<file path="config.mk">
export PLATFORM = sky130hd
export DESIGN_NAME = adc_conversion_sequencer
export DESIGN_NICKNAME = d
export VERILOG_FILES = /design/src/design/adc_seq_pkg.sv /design/src/design/adc_trig_sync.sv /design/src/design/adc_clk_div.sv /design/src/design/adc_conversion_sequencer.sv
export SDC_FILE = /design/constraint.sdc
export NUM_CORES = 1
export LEC_CHECK = 0
export ABC_AREA = 1
export ABC_CLOCK_PERIOD_IN_PS = 3700
export BUFFER_PORTS_ARGS = -buffer_cell sky130_fd_sc_hd__clkbuf_2
export CELL_PAD_IN_SITES_DETAIL_PLACEMENT = 0
export CELL_PAD_IN_SITES_GLOBAL_PLACEMENT = 1
export CORE_AREA = 2 2 95 97
export DETAILED_ROUTE_END_ITERATION = 10
export DIE_AREA = 0 0 97 99
export GPL_ROUTABILITY_DRIVEN = 1
export PLACE_DENSITY = 0.9
export SLEW_MARGIN = 5
export SYNTH_ARGS = -nofsm -noshare
export SYNTH_HDL_FRONTEND = slang
export SYNTH_HIERARCHICAL = 1
export SYNTH_SLANG_ARGS = --single-unit
</file>
<file path="constraint.sdc">
create_clock -name mclk -period 3.7 [get_ports mclk]
set_input_delay 0.37 -clock mclk [delete_from_list [all_inputs] [get_ports mclk]]
set_output_delay 0.37 -clock mclk [all_outputs]
set_load 0.1 [all_outputs]
</file>
<file path="src/design/adc_seq_pkg.sv">
// constants and types shared by the conversion sequencer
package adc_seq_pkg;
    localparam int CLK_MHZ = 200;
    localparam int CH_W = 5;
    localparam logic [4:0] CH_ALL_ONES = 5'h1f;
    localparam int RES_W = 12;
    localparam int FIFO_DEP_W = 3;
    localparam logic [2:0] FIFO_DEP_OFF = 3'h0;
    localparam logic [1:0] MODE_8 = 2'h0;
    localparam logic [1:0] MODE_12 = 2'h1;
    localparam logic [1:0] MODE_10 = 2'h2;
    localparam logic [1:0] CLK_BUS = 2'h0;
    localparam logic [1:0] CLK_BUS_HALF = 2'h1;
    localparam logic [1:0] CLK_ALT = 2'h2;
    localparam logic [1:0] CLK_ASYNC = 2'h3;
    // half-cycle units: 3.5 and 23.5 clocks
    localparam logic [5:0] SAMPLE_SHORT_HALF = 6'h07;
    localparam logic [5:0] SAMPLE_LONG_HALF = 6'h2f;
    // successive approximation length after sampling, in conversion clocks
    localparam logic [5:0] SAR_8 = 6'h0d;
    localparam logic [5:0] SAR_10_12 = 6'h10;
    localparam logic [5:0] FIRST_EXTRA = 6'h03;
    localparam logic [2:0] BUS_FINISH = 3'h5;
    localparam int ASYNC_STARTUP_NS = 5000;
    localparam int ASYNC_STARTUP_CYC = ASYNC_STARTUP_NS * CLK_MHZ / 1000;
    typedef enum logic [2:0] {
        ST_IDLE, ST_STARTUP, ST_SAMPLE, ST_SAR, ST_FINISH
    } seq_state_t;
endpackage

</file>
<file path="src/design/adc_trig_sync.sv">
// trigger synchroniser with rising edge detector
`timescale 1ns/1ps
`default_nettype none
module adc_trig_sync (
    input wire logic mclk,
    input wire logic rst_n,
    input wire logic trig_in,
    output logic trig_rise
);
    logic meta_ff;
    logic sync_ff;
    logic prev_ff;
    // first stage only feeds the second stage
    always_ff @(posedge mclk or negedge rst_n) begin
        if (!rst_n) begin
            meta_ff <= 1'b0;
            sync_ff <= 1'b0;
            prev_ff <= 1'b0;
        end else begin
            meta_ff <= trig_in;
            sync_ff <= meta_ff;
            prev_ff <= sync_ff;
        end
    end
    assign trig_rise = sync_ff & ~prev_ff;
endmodule
`default_nettype wire

</file>
<file path="src/design/adc_clk_div.sv">
// conversion clock tick generator: source select and divider
`timescale 1ns/1ps
`default_nettype none
module adc_clk_div (
    input wire logic mclk,
    input wire logic rst_n,
    input wire logic run,
    input wire logic [1:0] input_clock_select,
    input wire logic [1:0] clock_divide_select,
    input wire logic alt_tick,
    input wire logic async_tick,
    output logic conv_tick
);
    logic half_ff;
    logic src_tick;
    logic [2:0] cnt_ff;
    logic [2:0] lim;
    // sources become one-cycle ticks on mclk; alt and async ticks are synchronous pulses
    always_ff @(posedge mclk or negedge rst_n) begin
        if (!rst_n) begin
            half_ff <= 1'b0;
        end else begin
            half_ff <= run ? ~half_ff : 1'b0;
        end
    end
    always_comb begin
        case (input_clock_select)
            adc_seq_pkg::CLK_BUS: src_tick = 1'b1;
            adc_seq_pkg::CLK_BUS_HALF: src_tick = half_ff;
            adc_seq_pkg::CLK_ALT: src_tick = alt_tick;
            default: src_tick = async_tick;
        endcase
    end
    assign lim = 3'((1 << clock_divide_select) - 1);
    always_ff @(posedge mclk or negedge rst_n) begin
        if (!rst_n) begin
            cnt_ff <= 3'h0;
        end else if (!run) begin
            cnt_ff <= 3'h0;
        end else if (src_tick) begin
            cnt_ff <= (cnt_ff >= lim) ? 3'h0 : 3'(cnt_ff + 3'h1);
        end
    end
    assign conv_tick = run & src_tick & (cnt_ff >= lim);
endmodule
`default_nettype wire

</file>
<file path="src/design/adc_conversion_sequencer.sv">
// conversion sequencer of a successive-approximation converter
`timescale 1ns/1ps
`default_nettype none
module adc_conversion_sequencer #(
    parameter int STARTUP_CYC = adc_seq_pkg::ASYNC_STARTUP_CYC
) (
    input wire logic mclk,
    input wire logic rst_n,
    // ==========================================
    // control fields and register write strobes
    input wire logic status_control_one_wr,
    input wire logic [4:0] input_channel_select,
    input wire logic done_irq_enable,
    input wire logic continuous_convert_enable,
    input wire logic hw_trigger_select,
    input wire logic other_ctrl_wr,
    input wire logic compare_enable,
    input wire logic [1:0] mode_select,
    input wire logic long_sample_select,
    input wire logic [1:0] input_clock_select,
    input wire logic [1:0] clock_divide_select,
    input wire logic [2:0] fifo_depth_field,
    input wire logic fifo_filled,
    input wire logic stop_enter,
    input wire logic result_high_rd,
    input wire logic result_low_rd,
    input wire logic done_flag_clear,
    // ==========================================
    // analog core and trigger side
    input wire logic hw_conv_trigger,
    input wire logic alt_tick,
    input wire logic async_tick,
    input wire logic [11:0] core_result,
    input wire logic compare_true,
    output logic converter_enable,
    output logic sample_active,
    output logic async_conv_clock_en,
    output logic fifo_advance,
    output logic [7:0] result_high_byte,
    output logic [7:0] result_low_byte,
    output logic conversion_done_flag,
    output logic done_irq,
    output logic conv_active
);
    logic trig_rise;
    logic conv_tick;
    logic run;
    adc_seq_pkg::seq_state_t state_ff;
    logic [5:0] cnt_ff;
    logic [2:0] bus_cnt_ff;
    logic [15:0] start_cnt_ff;
    logic first_ff;
    logic hw_seq_ff;
    logic hi_read_ff;
    logic [7:0] res_h_ff;
    logic [7:0] res_l_ff;
    logic done_ff;
    logic fifo_mode;
    logic chan_valid;
    logic abort_all;
    logic sw_start;
    logic hw_start;
    logic start;
    logic finish;
    logic blocked;
    logic keep_going;
    logic [5:0] sample_len;
    logic [5:0] sar_len;
    logic hi_res;

    adc_trig_sync u_trig (
        .mclk(mclk),
        .rst_n(rst_n),
        .trig_in(hw_conv_trigger),
        .trig_rise(trig_rise)
    );
    adc_clk_div u_div (
        .mclk(mclk),
        .rst_n(rst_n),
        .run(run),
        .input_clock_select(input_clock_select),
        .clock_divide_select(clock_divide_select),
        .alt_tick(alt_tick),
        .async_tick(async_tick),
        .conv_tick(conv_tick)
    );

    // ==========================================
    // start and abort decode
    assign fifo_mode = fifo_depth_field != adc_seq_pkg::FIFO_DEP_OFF;
    assign chan_valid = input_channel_select != adc_seq_pkg::CH_ALL_ONES;
    assign conv_active = state_ff != adc_seq_pkg::ST_IDLE;
    assign run = conv_active;
    assign abort_all = other_ctrl_wr | (stop_enter & (input_clock_select != adc_seq_pkg::CLK_ASYNC))
        | (status_control_one_wr & fifo_mode);
    // sw start: direct write with depth zero, or fifo filled to depth
    assign sw_start = !hw_trigger_select & chan_valid & (fifo_mode ? fifo_filled
        : status_control_one_wr);
    // edges during a conversion or a running hw continuous sequence are dropped
    assign hw_start = hw_trigger_select & trig_rise & chan_valid & !conv_active
        & !hw_seq_ff & (!fifo_mode | fifo_filled);
    assign start = !abort_all & (sw_start | hw_start);
    assign hi_res = mode_select != adc_seq_pkg::MODE_8;
    assign sample_len = long_sample_select ? adc_seq_pkg::SAMPLE_LONG_HALF
        : adc_seq_pkg::SAMPLE_SHORT_HALF;
    assign sar_len = 6'((hi_res ? adc_seq_pkg::SAR_10_12 : adc_seq_pkg::SAR_8)
        + (first_ff ? adc_seq_pkg::FIRST_EXTRA : 6'h00));
    assign finish = (state_ff == adc_seq_pkg::ST_FINISH) && (bus_cnt_ff == 3'h1);
    assign blocked = hi_res & hi_read_ff;
    // single compare-false with blocking: stop; other blocked cases relaunch
    assign keep_going = blocked ? !(compare_enable & !compare_true & !continuous_convert_enable)
        : continuous_convert_enable;

    // ==========================================
    // sequencer; cnt_ff counts half conversion clocks during sampling
    always_ff @(posedge mclk or negedge rst_n) begin
        if (!rst_n) begin
            state_ff <= adc_seq_pkg::ST_IDLE;
            cnt_ff <= 6'h00;
            bus_cnt_ff <= 3'h0;
            start_cnt_ff <= 16'h0000;
            first_ff <= 1'b1;
        end else if (abort_all || (status_control_one_wr && !start) || !chan_valid) begin
            state_ff <= adc_seq_pkg::ST_IDLE;
            first_ff <= 1'b1;
        end else if (start && (!conv_active || status_control_one_wr)) begin
            first_ff <= 1'b1;
            cnt_ff <= 6'h00;
            start_cnt_ff <= 16'(STARTUP_CYC);
            state_ff <= (input_clock_select == adc_seq_pkg::CLK_ASYNC)
                ? adc_seq_pkg::ST_STARTUP : adc_seq_pkg::ST_SAMPLE;
        end else begin
            case (state_ff)
                adc_seq_pkg::ST_IDLE: begin
                    cnt_ff <= 6'h00;
                end
                adc_seq_pkg::ST_STARTUP: begin
                    if (start_cnt_ff <= 16'h0001) begin
                        state_ff <= adc_seq_pkg::ST_SAMPLE;
                    end
                    start_cnt_ff <= 16'(start_cnt_ff - 16'h0001);
                end
                adc_seq_pkg::ST_SAMPLE: begin
                    // two half clocks per tick; 3.5 rounds up to 4 ticks
                    if (conv_tick) begin
                        if (6'(cnt_ff + 6'h02) >= sample_len) begin
                            state_ff <= adc_seq_pkg::ST_SAR;
                            cnt_ff <= 6'h00;
                        end else begin
                            cnt_ff <= 6'(cnt_ff + 6'h02);
                        end
                    end
                end
                adc_seq_pkg::ST_SAR: begin
                    if (conv_tick) begin
                        if (6'(cnt_ff + 6'h01) >= 6'(sar_len - 6'h04)) begin
                            state_ff <= adc_seq_pkg::ST_FINISH;
                            bus_cnt_ff <= adc_seq_pkg::BUS_FINISH;
                            cnt_ff <= 6'h00;
                        end else begin
                            cnt_ff <= 6'(cnt_ff + 6'h01);
                        end
                    end
                end
                adc_seq_pkg::ST_FINISH: begin
                    bus_cnt_ff <= 3'(bus_cnt_ff - 3'h1);
                    if (finish) begin
                        first_ff <= 1'b0;
                        state_ff <= keep_going ? adc_seq_pkg::ST_SAMPLE
                            : adc_seq_pkg::ST_IDLE;
                    end
                end
                default: begin
                    state_ff <= adc_seq_pkg::ST_IDLE;
                end
            endcase
        end
    end

    // ==========================================
    // hw continuous sequence marker
    always_ff @(posedge mclk or negedge rst_n) begin
        if (!rst_n) begin
            hw_seq_ff <= 1'b0;
        end else if (!conv_active && !start) begin
            hw_seq_ff <= 1'b0;
        end else if (hw_start && continuous_convert_enable) begin
            hw_seq_ff <= 1'b1;
        end
    end

    // ==========================================
    // result bytes, read tracking and done flag
    always_ff @(posedge mclk or negedge rst_n) begin
        if (!rst_n) begin
            hi_read_ff <= 1'b0;
        end else if (result_low_rd) begin
            hi_read_ff <= 1'b0;
        end else if (result_high_rd) begin
            hi_read_ff <= 1'b1;
        end
    end
    always_ff @(posedge mclk or negedge rst_n) begin
        if (!rst_n) begin
            res_h_ff <= 8'h00;
            res_l_ff <= 8'h00;
        end else if (finish && !blocked && !(compare_enable && !compare_true)) begin
            case (mode_select)
                adc_seq_pkg::MODE_12: begin
                    res_h_ff <= {4'h0, core_result[11:8]};
                    res_l_ff <= core_result[7:0];
                end
                adc_seq_pkg::MODE_10: begin
                    res_h_ff <= {6'h00, core_result[11:10]};
                    res_l_ff <= core_result[9:2];
                end
                default: begin
                    res_h_ff <= 8'h00;
                    res_l_ff <= core_result[11:4];
                end
            endcase
        end
    end
    // set wins over clear; in fifo mode the flag sets on every finish that stores a result, as in single mode
    always_ff @(posedge mclk or negedge rst_n) begin
        if (!rst_n) begin
            done_ff <= 1'b0;
        end else if (finish && !blocked && !(compare_enable && !compare_true)) begin
            done_ff <= 1'b1;
        end else if (done_flag_clear || status_control_one_wr) begin
            done_ff <= 1'b0;
        end
    end
    // fifo position holds while blocking is active
    assign fifo_advance = finish & fifo_mode & !blocked;
    assign result_high_byte = res_h_ff;
    assign result_low_byte = res_l_ff;
    assign conversion_done_flag = done_ff;
    assign done_irq = done_ff & done_irq_enable;
    assign converter_enable = conv_active & chan_valid;
    assign sample_active = state_ff == adc_seq_pkg::ST_SAMPLE;
    assign async_conv_clock_en = conv_active
        & (input_clock_select == adc_seq_pkg::CLK_ASYNC);
endmodule
`default_nettype wire

</file>
### Word-level counts from Yosys, hierarchy flattened

Index checks and enable logic that the tools add are counted.

| word-level totals | value |
|---|---|
| flip-flop bits (word level) | 55 |
| bits of input ports | 44 |
| output and inout bits | 23 |
| logic and storage cells | 167 |

| cells by class | value |
|---|---|
| $add $sub $neg | 8 |
| magnitude comparators | 4 |
| equality and inequality tests | 24 |
| shift-type cells | 1 |
| mux-type cells | 44 |
| bitwise logic cells | 29 |
| reduce and logical (&&, ||, !) cells | 42 |

Operators with widths:

| kind | count |
|---|---|
| $mux 3 | 13 |
| $mux 6 | 6 |
| $mux 16 | 2 |
| $and 1x1->1 | 21 |
| $pmux 6 s3 | 1 |
| $le 16x1->1 const B | 1 |
| $pmux 8 s2 | 1 |
| $sub 16x1->16 const B | 1 |
| $pmux 3 s5 | 1 |
| $mux 1 | 13 |
| $ge 6x6->1 | 2 |
| $logic_not 1->1 | 12 |
| $ne 4x4->1 const B | 3 |
| $reduce_bool 2->1 | 6 |
| $reduce_bool 3->1 | 4 |
| $logic_and 1x1->1 | 8 |
| $ne 4x1->1 const B | 2 |
| $pmux 4 s2 | 1 |
| $reduce_and 7->1 | 1 |
| $add 5x2->6 | 1 |
| $add 6x1->6 const B | 1 |
| $add 6x2->6 const B | 1 |
| $eq 2x2->1 const B | 3 |
| $eq 3x1->1 const B | 2 |
| 28 further kinds | 45 |

### Depth between registers and ports, before layout

| depth | value |
|---|---|
| word-level depth | 15 |
| depth in mapped cells | 21 |
| mapped depth without buffers | 21 |

### By module

The synthesis kept the hierarchy.

By module, submodules not included:

| module | times used | cells an instance | area each (sq um) | sequential area each (sq um) |
|---|---|---|---|---|
| adc_conversion_sequencer | 1 | 450 | 3238.1 | 1102.3 |
| adc_clk_div | 1 | 43 | 324.1 | 100.1 |
| adc_trig_sync | 1 | 5 | 85.1 | 75.1 |

### Worst setup path after synthesis

Ideal clock, no wire load.

| timing path | value |
|---|---|
| path kind | input to output |
| from | input port mode_select[0] |
| to | output port fifo_advance |
| arrival | 3834 ps |
| required time | 3330 ps |
| path slack | -504 ps |
| cell stages on the path | 4 |
| path buffers | 0 |
| path through | inv_1 ha_1 nor2_1 nor4b_1 |

| between the ends | value |
|---|---|
| word-level cells in the longest chain between the ends | 4 |

RTL lines:

| item | line | RTL |
|---|---|---|
| start, declared | adc_conversion_sequencer.sv:18 | `input wire logic [1:0] mode_select,` |
| $reduce_bool 2->1 | adc_conversion_sequencer.sv:103 | `assign hi_res = mode_select != adc_seq_pkg::MODE_8;` |
| $and 1x1->1 | adc_conversion_sequencer.sv:109 | `assign blocked = hi_res & hi_read_ff;` |
| $logic_not 1->1 | adc_conversion_sequencer.sv:235 | `assign fifo_advance = finish & fifo_mode & !blocked;` |
| $and 1x1->1 | adc_conversion_sequencer.sv:235 |  |
| end, declared | adc_conversion_sequencer.sv:38 | `output logic fifo_advance,` |

No other way between the ends.

### Worst setup path after layout

| timing path | value |
|---|---|
| from | register state_ff[0] |
| to | register start_cnt_ff[11] |

| between the ends | value |
|---|---|
| word-level cells in the longest chain between the ends | 13 |
| elaborated cells between the ends (all ways) | 18 |
| classes of those cells | eq/ne: 1; mux: 1; bitwise: 6; reduce/logical: 10 |

RTL lines:

| item | line | RTL |
|---|---|---|
| start, declared | adc_conversion_sequencer.sv:48 | `adc_seq_pkg::seq_state_t state_ff;` |
| start signal, assigned | adc_conversion_sequencer.sv:118 | `state_ff <= adc_seq_pkg::ST_IDLE;` |
| start signal, assigned | adc_conversion_sequencer.sv:124 | `state_ff <= adc_seq_pkg::ST_IDLE;` |
| start signal, assigned | adc_conversion_sequencer.sv:130 | `state_ff <= (input_clock_select == adc_seq_pkg::CLK_ASYNC)` |
| $reduce_bool 3->1 | adc_conversion_sequencer.sv:92 | `assign conv_active = state_ff != adc_seq_pkg::ST_IDLE;` |
| $logic_not 1->1 | - |  |
| $and 1x1->1 | adc_conversion_sequencer.sv:100 | `assign hw_start = hw_trigger_select & trig_rise & chan_valid & !conv_active` |
| $and 1x1->1 (2 in a row) | adc_conversion_sequencer.sv:101 | `& !hw_seq_ff & (!fifo_mode \| fifo_filled);` |
| $or 1x1->1 | adc_conversion_sequencer.sv:102 | `assign start = !abort_all & (sw_start \| hw_start);` |
| $and 1x1->1 | adc_conversion_sequencer.sv:102 |  |
| $logic_not 1->1 | adc_conversion_sequencer.sv:123 | `end else if (abort_all \|\| (status_control_one_wr && !start) \|\| !chan_valid) begin` |
| $logic_and 1x1->1 | adc_conversion_sequencer.sv:123 |  |
| $logic_or 1x1->1 (2 in a row) | adc_conversion_sequencer.sv:123 |  |
| $not 1->1 (no line) | - |  |
| $reduce_and 2->1 (no line) | - |  |
| end signal, assigned | adc_conversion_sequencer.sv:129 | `start_cnt_ff <= 16'(STARTUP_CYC);` |
| end signal, assigned | adc_conversion_sequencer.sv:141 | `start_cnt_ff <= 16'(start_cnt_ff - 16'h0001);` |
| end, declared | adc_conversion_sequencer.sv:51 | `logic [15:0] start_cnt_ff;` |

Parallel ways exist; a longest one is shown, timed or not.
A chain may end at the register's enable or synchronous reset.

==> impl_metrics.json <==
{
  "rr_worst_depth": 12,
  "gr-usage-met3_pct": 2.55,
  "drtPass1Iterations": 4,
  "port_buffers": 62,
  "wirelength_um": 7670,
  "hold_viol": 0,
  "pre_cts_ws_ps": 1240,
  "ys_ff_latch": 51,
  "worst_clock_skew_ps": 9.97,
  "drive_gt1_share_pct": 19.4,
  "syn_to_final_growth_pct": 13.8,
  "core_um2": 8550,
  "critPathBufInv": 3,
  "final_core_util_pct": 48.5,
  "dp_hpwl_um": 6050,
  "die_h_um": 99,
  "cts_resized": 0,
  "placed_cells": 661,
  "maxClockFrequency_ghz": 0.426,
  "worstSetupEndpointType": "flop",
  "finalNetCount": 627,
  "routed_via_density": 4.93,
  "clkLatencyLatePin_ps": 310,
  "yosysSeqAreaShare_pct": 35.0,
  "numCtsBuffers": 5,
  "period_needed_ps": 2350,
  "whs_ps": 155,
  "boundaryPins": 67,
  "power.total_mw": 1.25,
  "synth_common_cells": "130 x nand2_1, 79 x inv_1, 50 x dfrtp_1, 43 x nand3_1, 35 x nor2_1",
  "r2r_end": "start_cnt_ff[11]$_DFFE_PN0P_",
  "die_w_um": 97,
  "grt.busiest_layer": "met2",
  "syn_inst": 498,
  "worst_slew_pin_slew_ps": 853,
  "ys_warn_count": 6,
  "p_leak_nw": 2.24,
  "place.gp.congestion": 0.834,
  "cts_buffer_depth": 2,
  "synth.most_common_cell": "nand2_1",
  "cp_top_family": "simple AND/OR/NAND/NOR gates",
  "path_clk_slew_ps": 100,
  "cts_sinks": 51,
  "start_util_pct": 42.7,
  "synth_top_cell_area_share_pct": 34.3,
  "vias": 3301,
  "cap_violations": 0,
  "hold_path.class": "input port to asynchronous set/reset pin",
  "startpoint_type": "flop",
  "n_antenna_cell": 0,
  "drv_slew": 0,
  "fin_tns_setup_ps": 0,
  "avgSynthCellArea_um2": 7.32,
  "outcome": "complete, no violations",
  "cts-htree-levels": 2,
  "grtUsageMet2_pct": 30.6,
  "ys_top_cells_by_area": "dfrtp_1 34%, nand2_1 13%, inv_1 8.1%",
  "rsz0062_at_grt": "false",
  "drc": 0,
  "reg2reg_setup_slack_ps": 1350,
  "clock-root-buffer": "clkbuf_8",
  "worstSetupPathType": "flop to flop",
  "cts_tree": "done",
  "slew_headroom_pct": 43.2,
  "wl_per_cell_um": 11.5,
  "track_usage_pct": 16.8,
  "grt_max_degree": 34,
  "fin_ws_ps": 1350,
  "synth_edf_count": 0,
  "yosysTopAreaCell": "dfrtp_1",
  "required_ps": 3900,
  "setup_viol": 0,
  "synthArstFlopShare_pct": 100,
  "synth_top_flop_cell": "dfrtp_1",
  "yosysUniqueCellTypes": 44,
  "grt_pass1_wl_um": 13600,
  "die_area_um2": 9600,
  "ant_nets": 0,
  "met1_usage_pct": 21.0,
  "post_cts_buffers": 0,
  "period_share_pct": 63.4,
  "arrival_ps": 2550,
  "ctsHoldBuffers": 0,
  "powerDensity_nw_per_um2": 301,
  "grt_pass1_vias": 3153,
  "crit_slowest_cell": "dfrtp_1",
  "reg2reg_from": "state_ff[0]$_DFFE_PN0P_",
  "fin_cells": 669,
  "overflow": 0,
  "antenna_found_initial": 0,
  "ir_drop_mv": 0.137,
  "final_cell_area_um2": 4150,
  "placed_area_um2": 4040,
  "cpPeakStageDelay_ps": 460,
  "crit_path_max_fanout": 23,
  "drt_iter0_markers": 146,
  "path_cells": "nor2_2 > inv_2 > nor2_4 > inv_1 > nand2_2 > nand3_4 > nand2_2 > inv_1 > nor2_4 > nand3_1 > nand2_1 > nor2_1",
  "rows": 34,
  "synth_area_um2": 3650
}
==> layer usage <==
metal	up-vias	wire [µm]	part of all wire [%]
li1	1706	-	-
met1	1529	3430	45
met2	60	3910	51
met3	6	258	3.4
met4	0	70	0.91
met5	-	0	0
==> layout make-up <==
| class | instances | area [µm²] |
|---|---|---|
| inverters | 83 | 314 |
| repair buffers | 63 | 318 |
| well taps | 108 | 135 |
| clock inverters | 3 | 43.8 |
| clock buffers | 5 | 68.8 |
| fillers | 870 | 4400 |
| multi-input cells | 356 | 1990 |
| flip-flops and latches | 51 | 1280 |
==> cell families (layout without fill, tap and decap cells) <==
logic type      count (synthesis)  count (layout)  share of synthesized area, %
simple gates                  261             261                          34.1
buf+inv                        94             154                          10.8
compound gates                 58              58                          9.78
flops                          51              51                          35.0
fa+ha+maj                      23              23                          7.89
xor+xnor                        9               9                          2.16
other cells                     2               5                         0.206
==> where the power goes <==
part	switching (mW)	leakage (nW)	internal [mW]
clock network	0.202	0.0581	0.202
registers	0.0249	0.648	0.589
logic	0.160	1.53	0.0701
total	0.387	2.24	0.861
==> flip-flops by register name, indices dropped and copies added, names as in the netlist <==
signal	flops
bus_cnt_ff	3
cnt_ff	6
conversion_done_flag	1
first_ff	1
hi_read_ff	1
hw_seq_ff	1
result_high_byte	4
result_low_byte	8
start_cnt_ff	16
state_ff	3
u_div/cnt_ff	3
u_div/half_ff	1
u_trig/meta_ff	1
u_trig/prev_ff	1
u_trig/sync_ff	1
==> how the worst max path moves through the flow <==
| stage | startpoint | slack (ps) | end | depth (start not counted) |
|---|---|---|---|---|
| after floorplan | state_ff[2]$_DFFE_PN0P_ | 880 | state_ff[0]$_DFFE_PN0P_ | 11 |
| after global placement | mode_select[0] | 1290 | state_ff[0]$_DFFE_PN0P_ | 22 |
| after detailed placement | mode_select[1] | 1240 | state_ff[0]$_DFFE_PN0P_ | 22 |
| after CTS | state_ff[0]$_DFFE_PN0P_ | 1320 | start_cnt_ff[11]$_DFFE_PN0P_ | 12 |
| after global routing | state_ff[0]$_DFFE_PN0P_ | 1110 | start_cnt_ff[7]$_DFFE_PN0P_ | 12 |
| final | state_ff[0]$_DFFE_PN0P_ | 1350 | start_cnt_ff[11]$_DFFE_PN0P_ | 12 |
==> cells in the final DEF, fill, tap and decap left out, types with 4 or more instances in the layout <==
cell type    n
conb_1       5
or2_2        4
ha_1        23
dfrtp_1     50
clkbuf_8     5
o21ai_1      5
inv_1       79
nand3_1     43
o21ai_0     25
o221ai_1     5
clkbuf_2    62
nor3_1       8
nor2_1      35
a21oi_1     10
nand2_2      9
xor2_1       8
nand2_1    130
nand4_1     12
No activity file was read; power rests on OpenSTA's default activity.
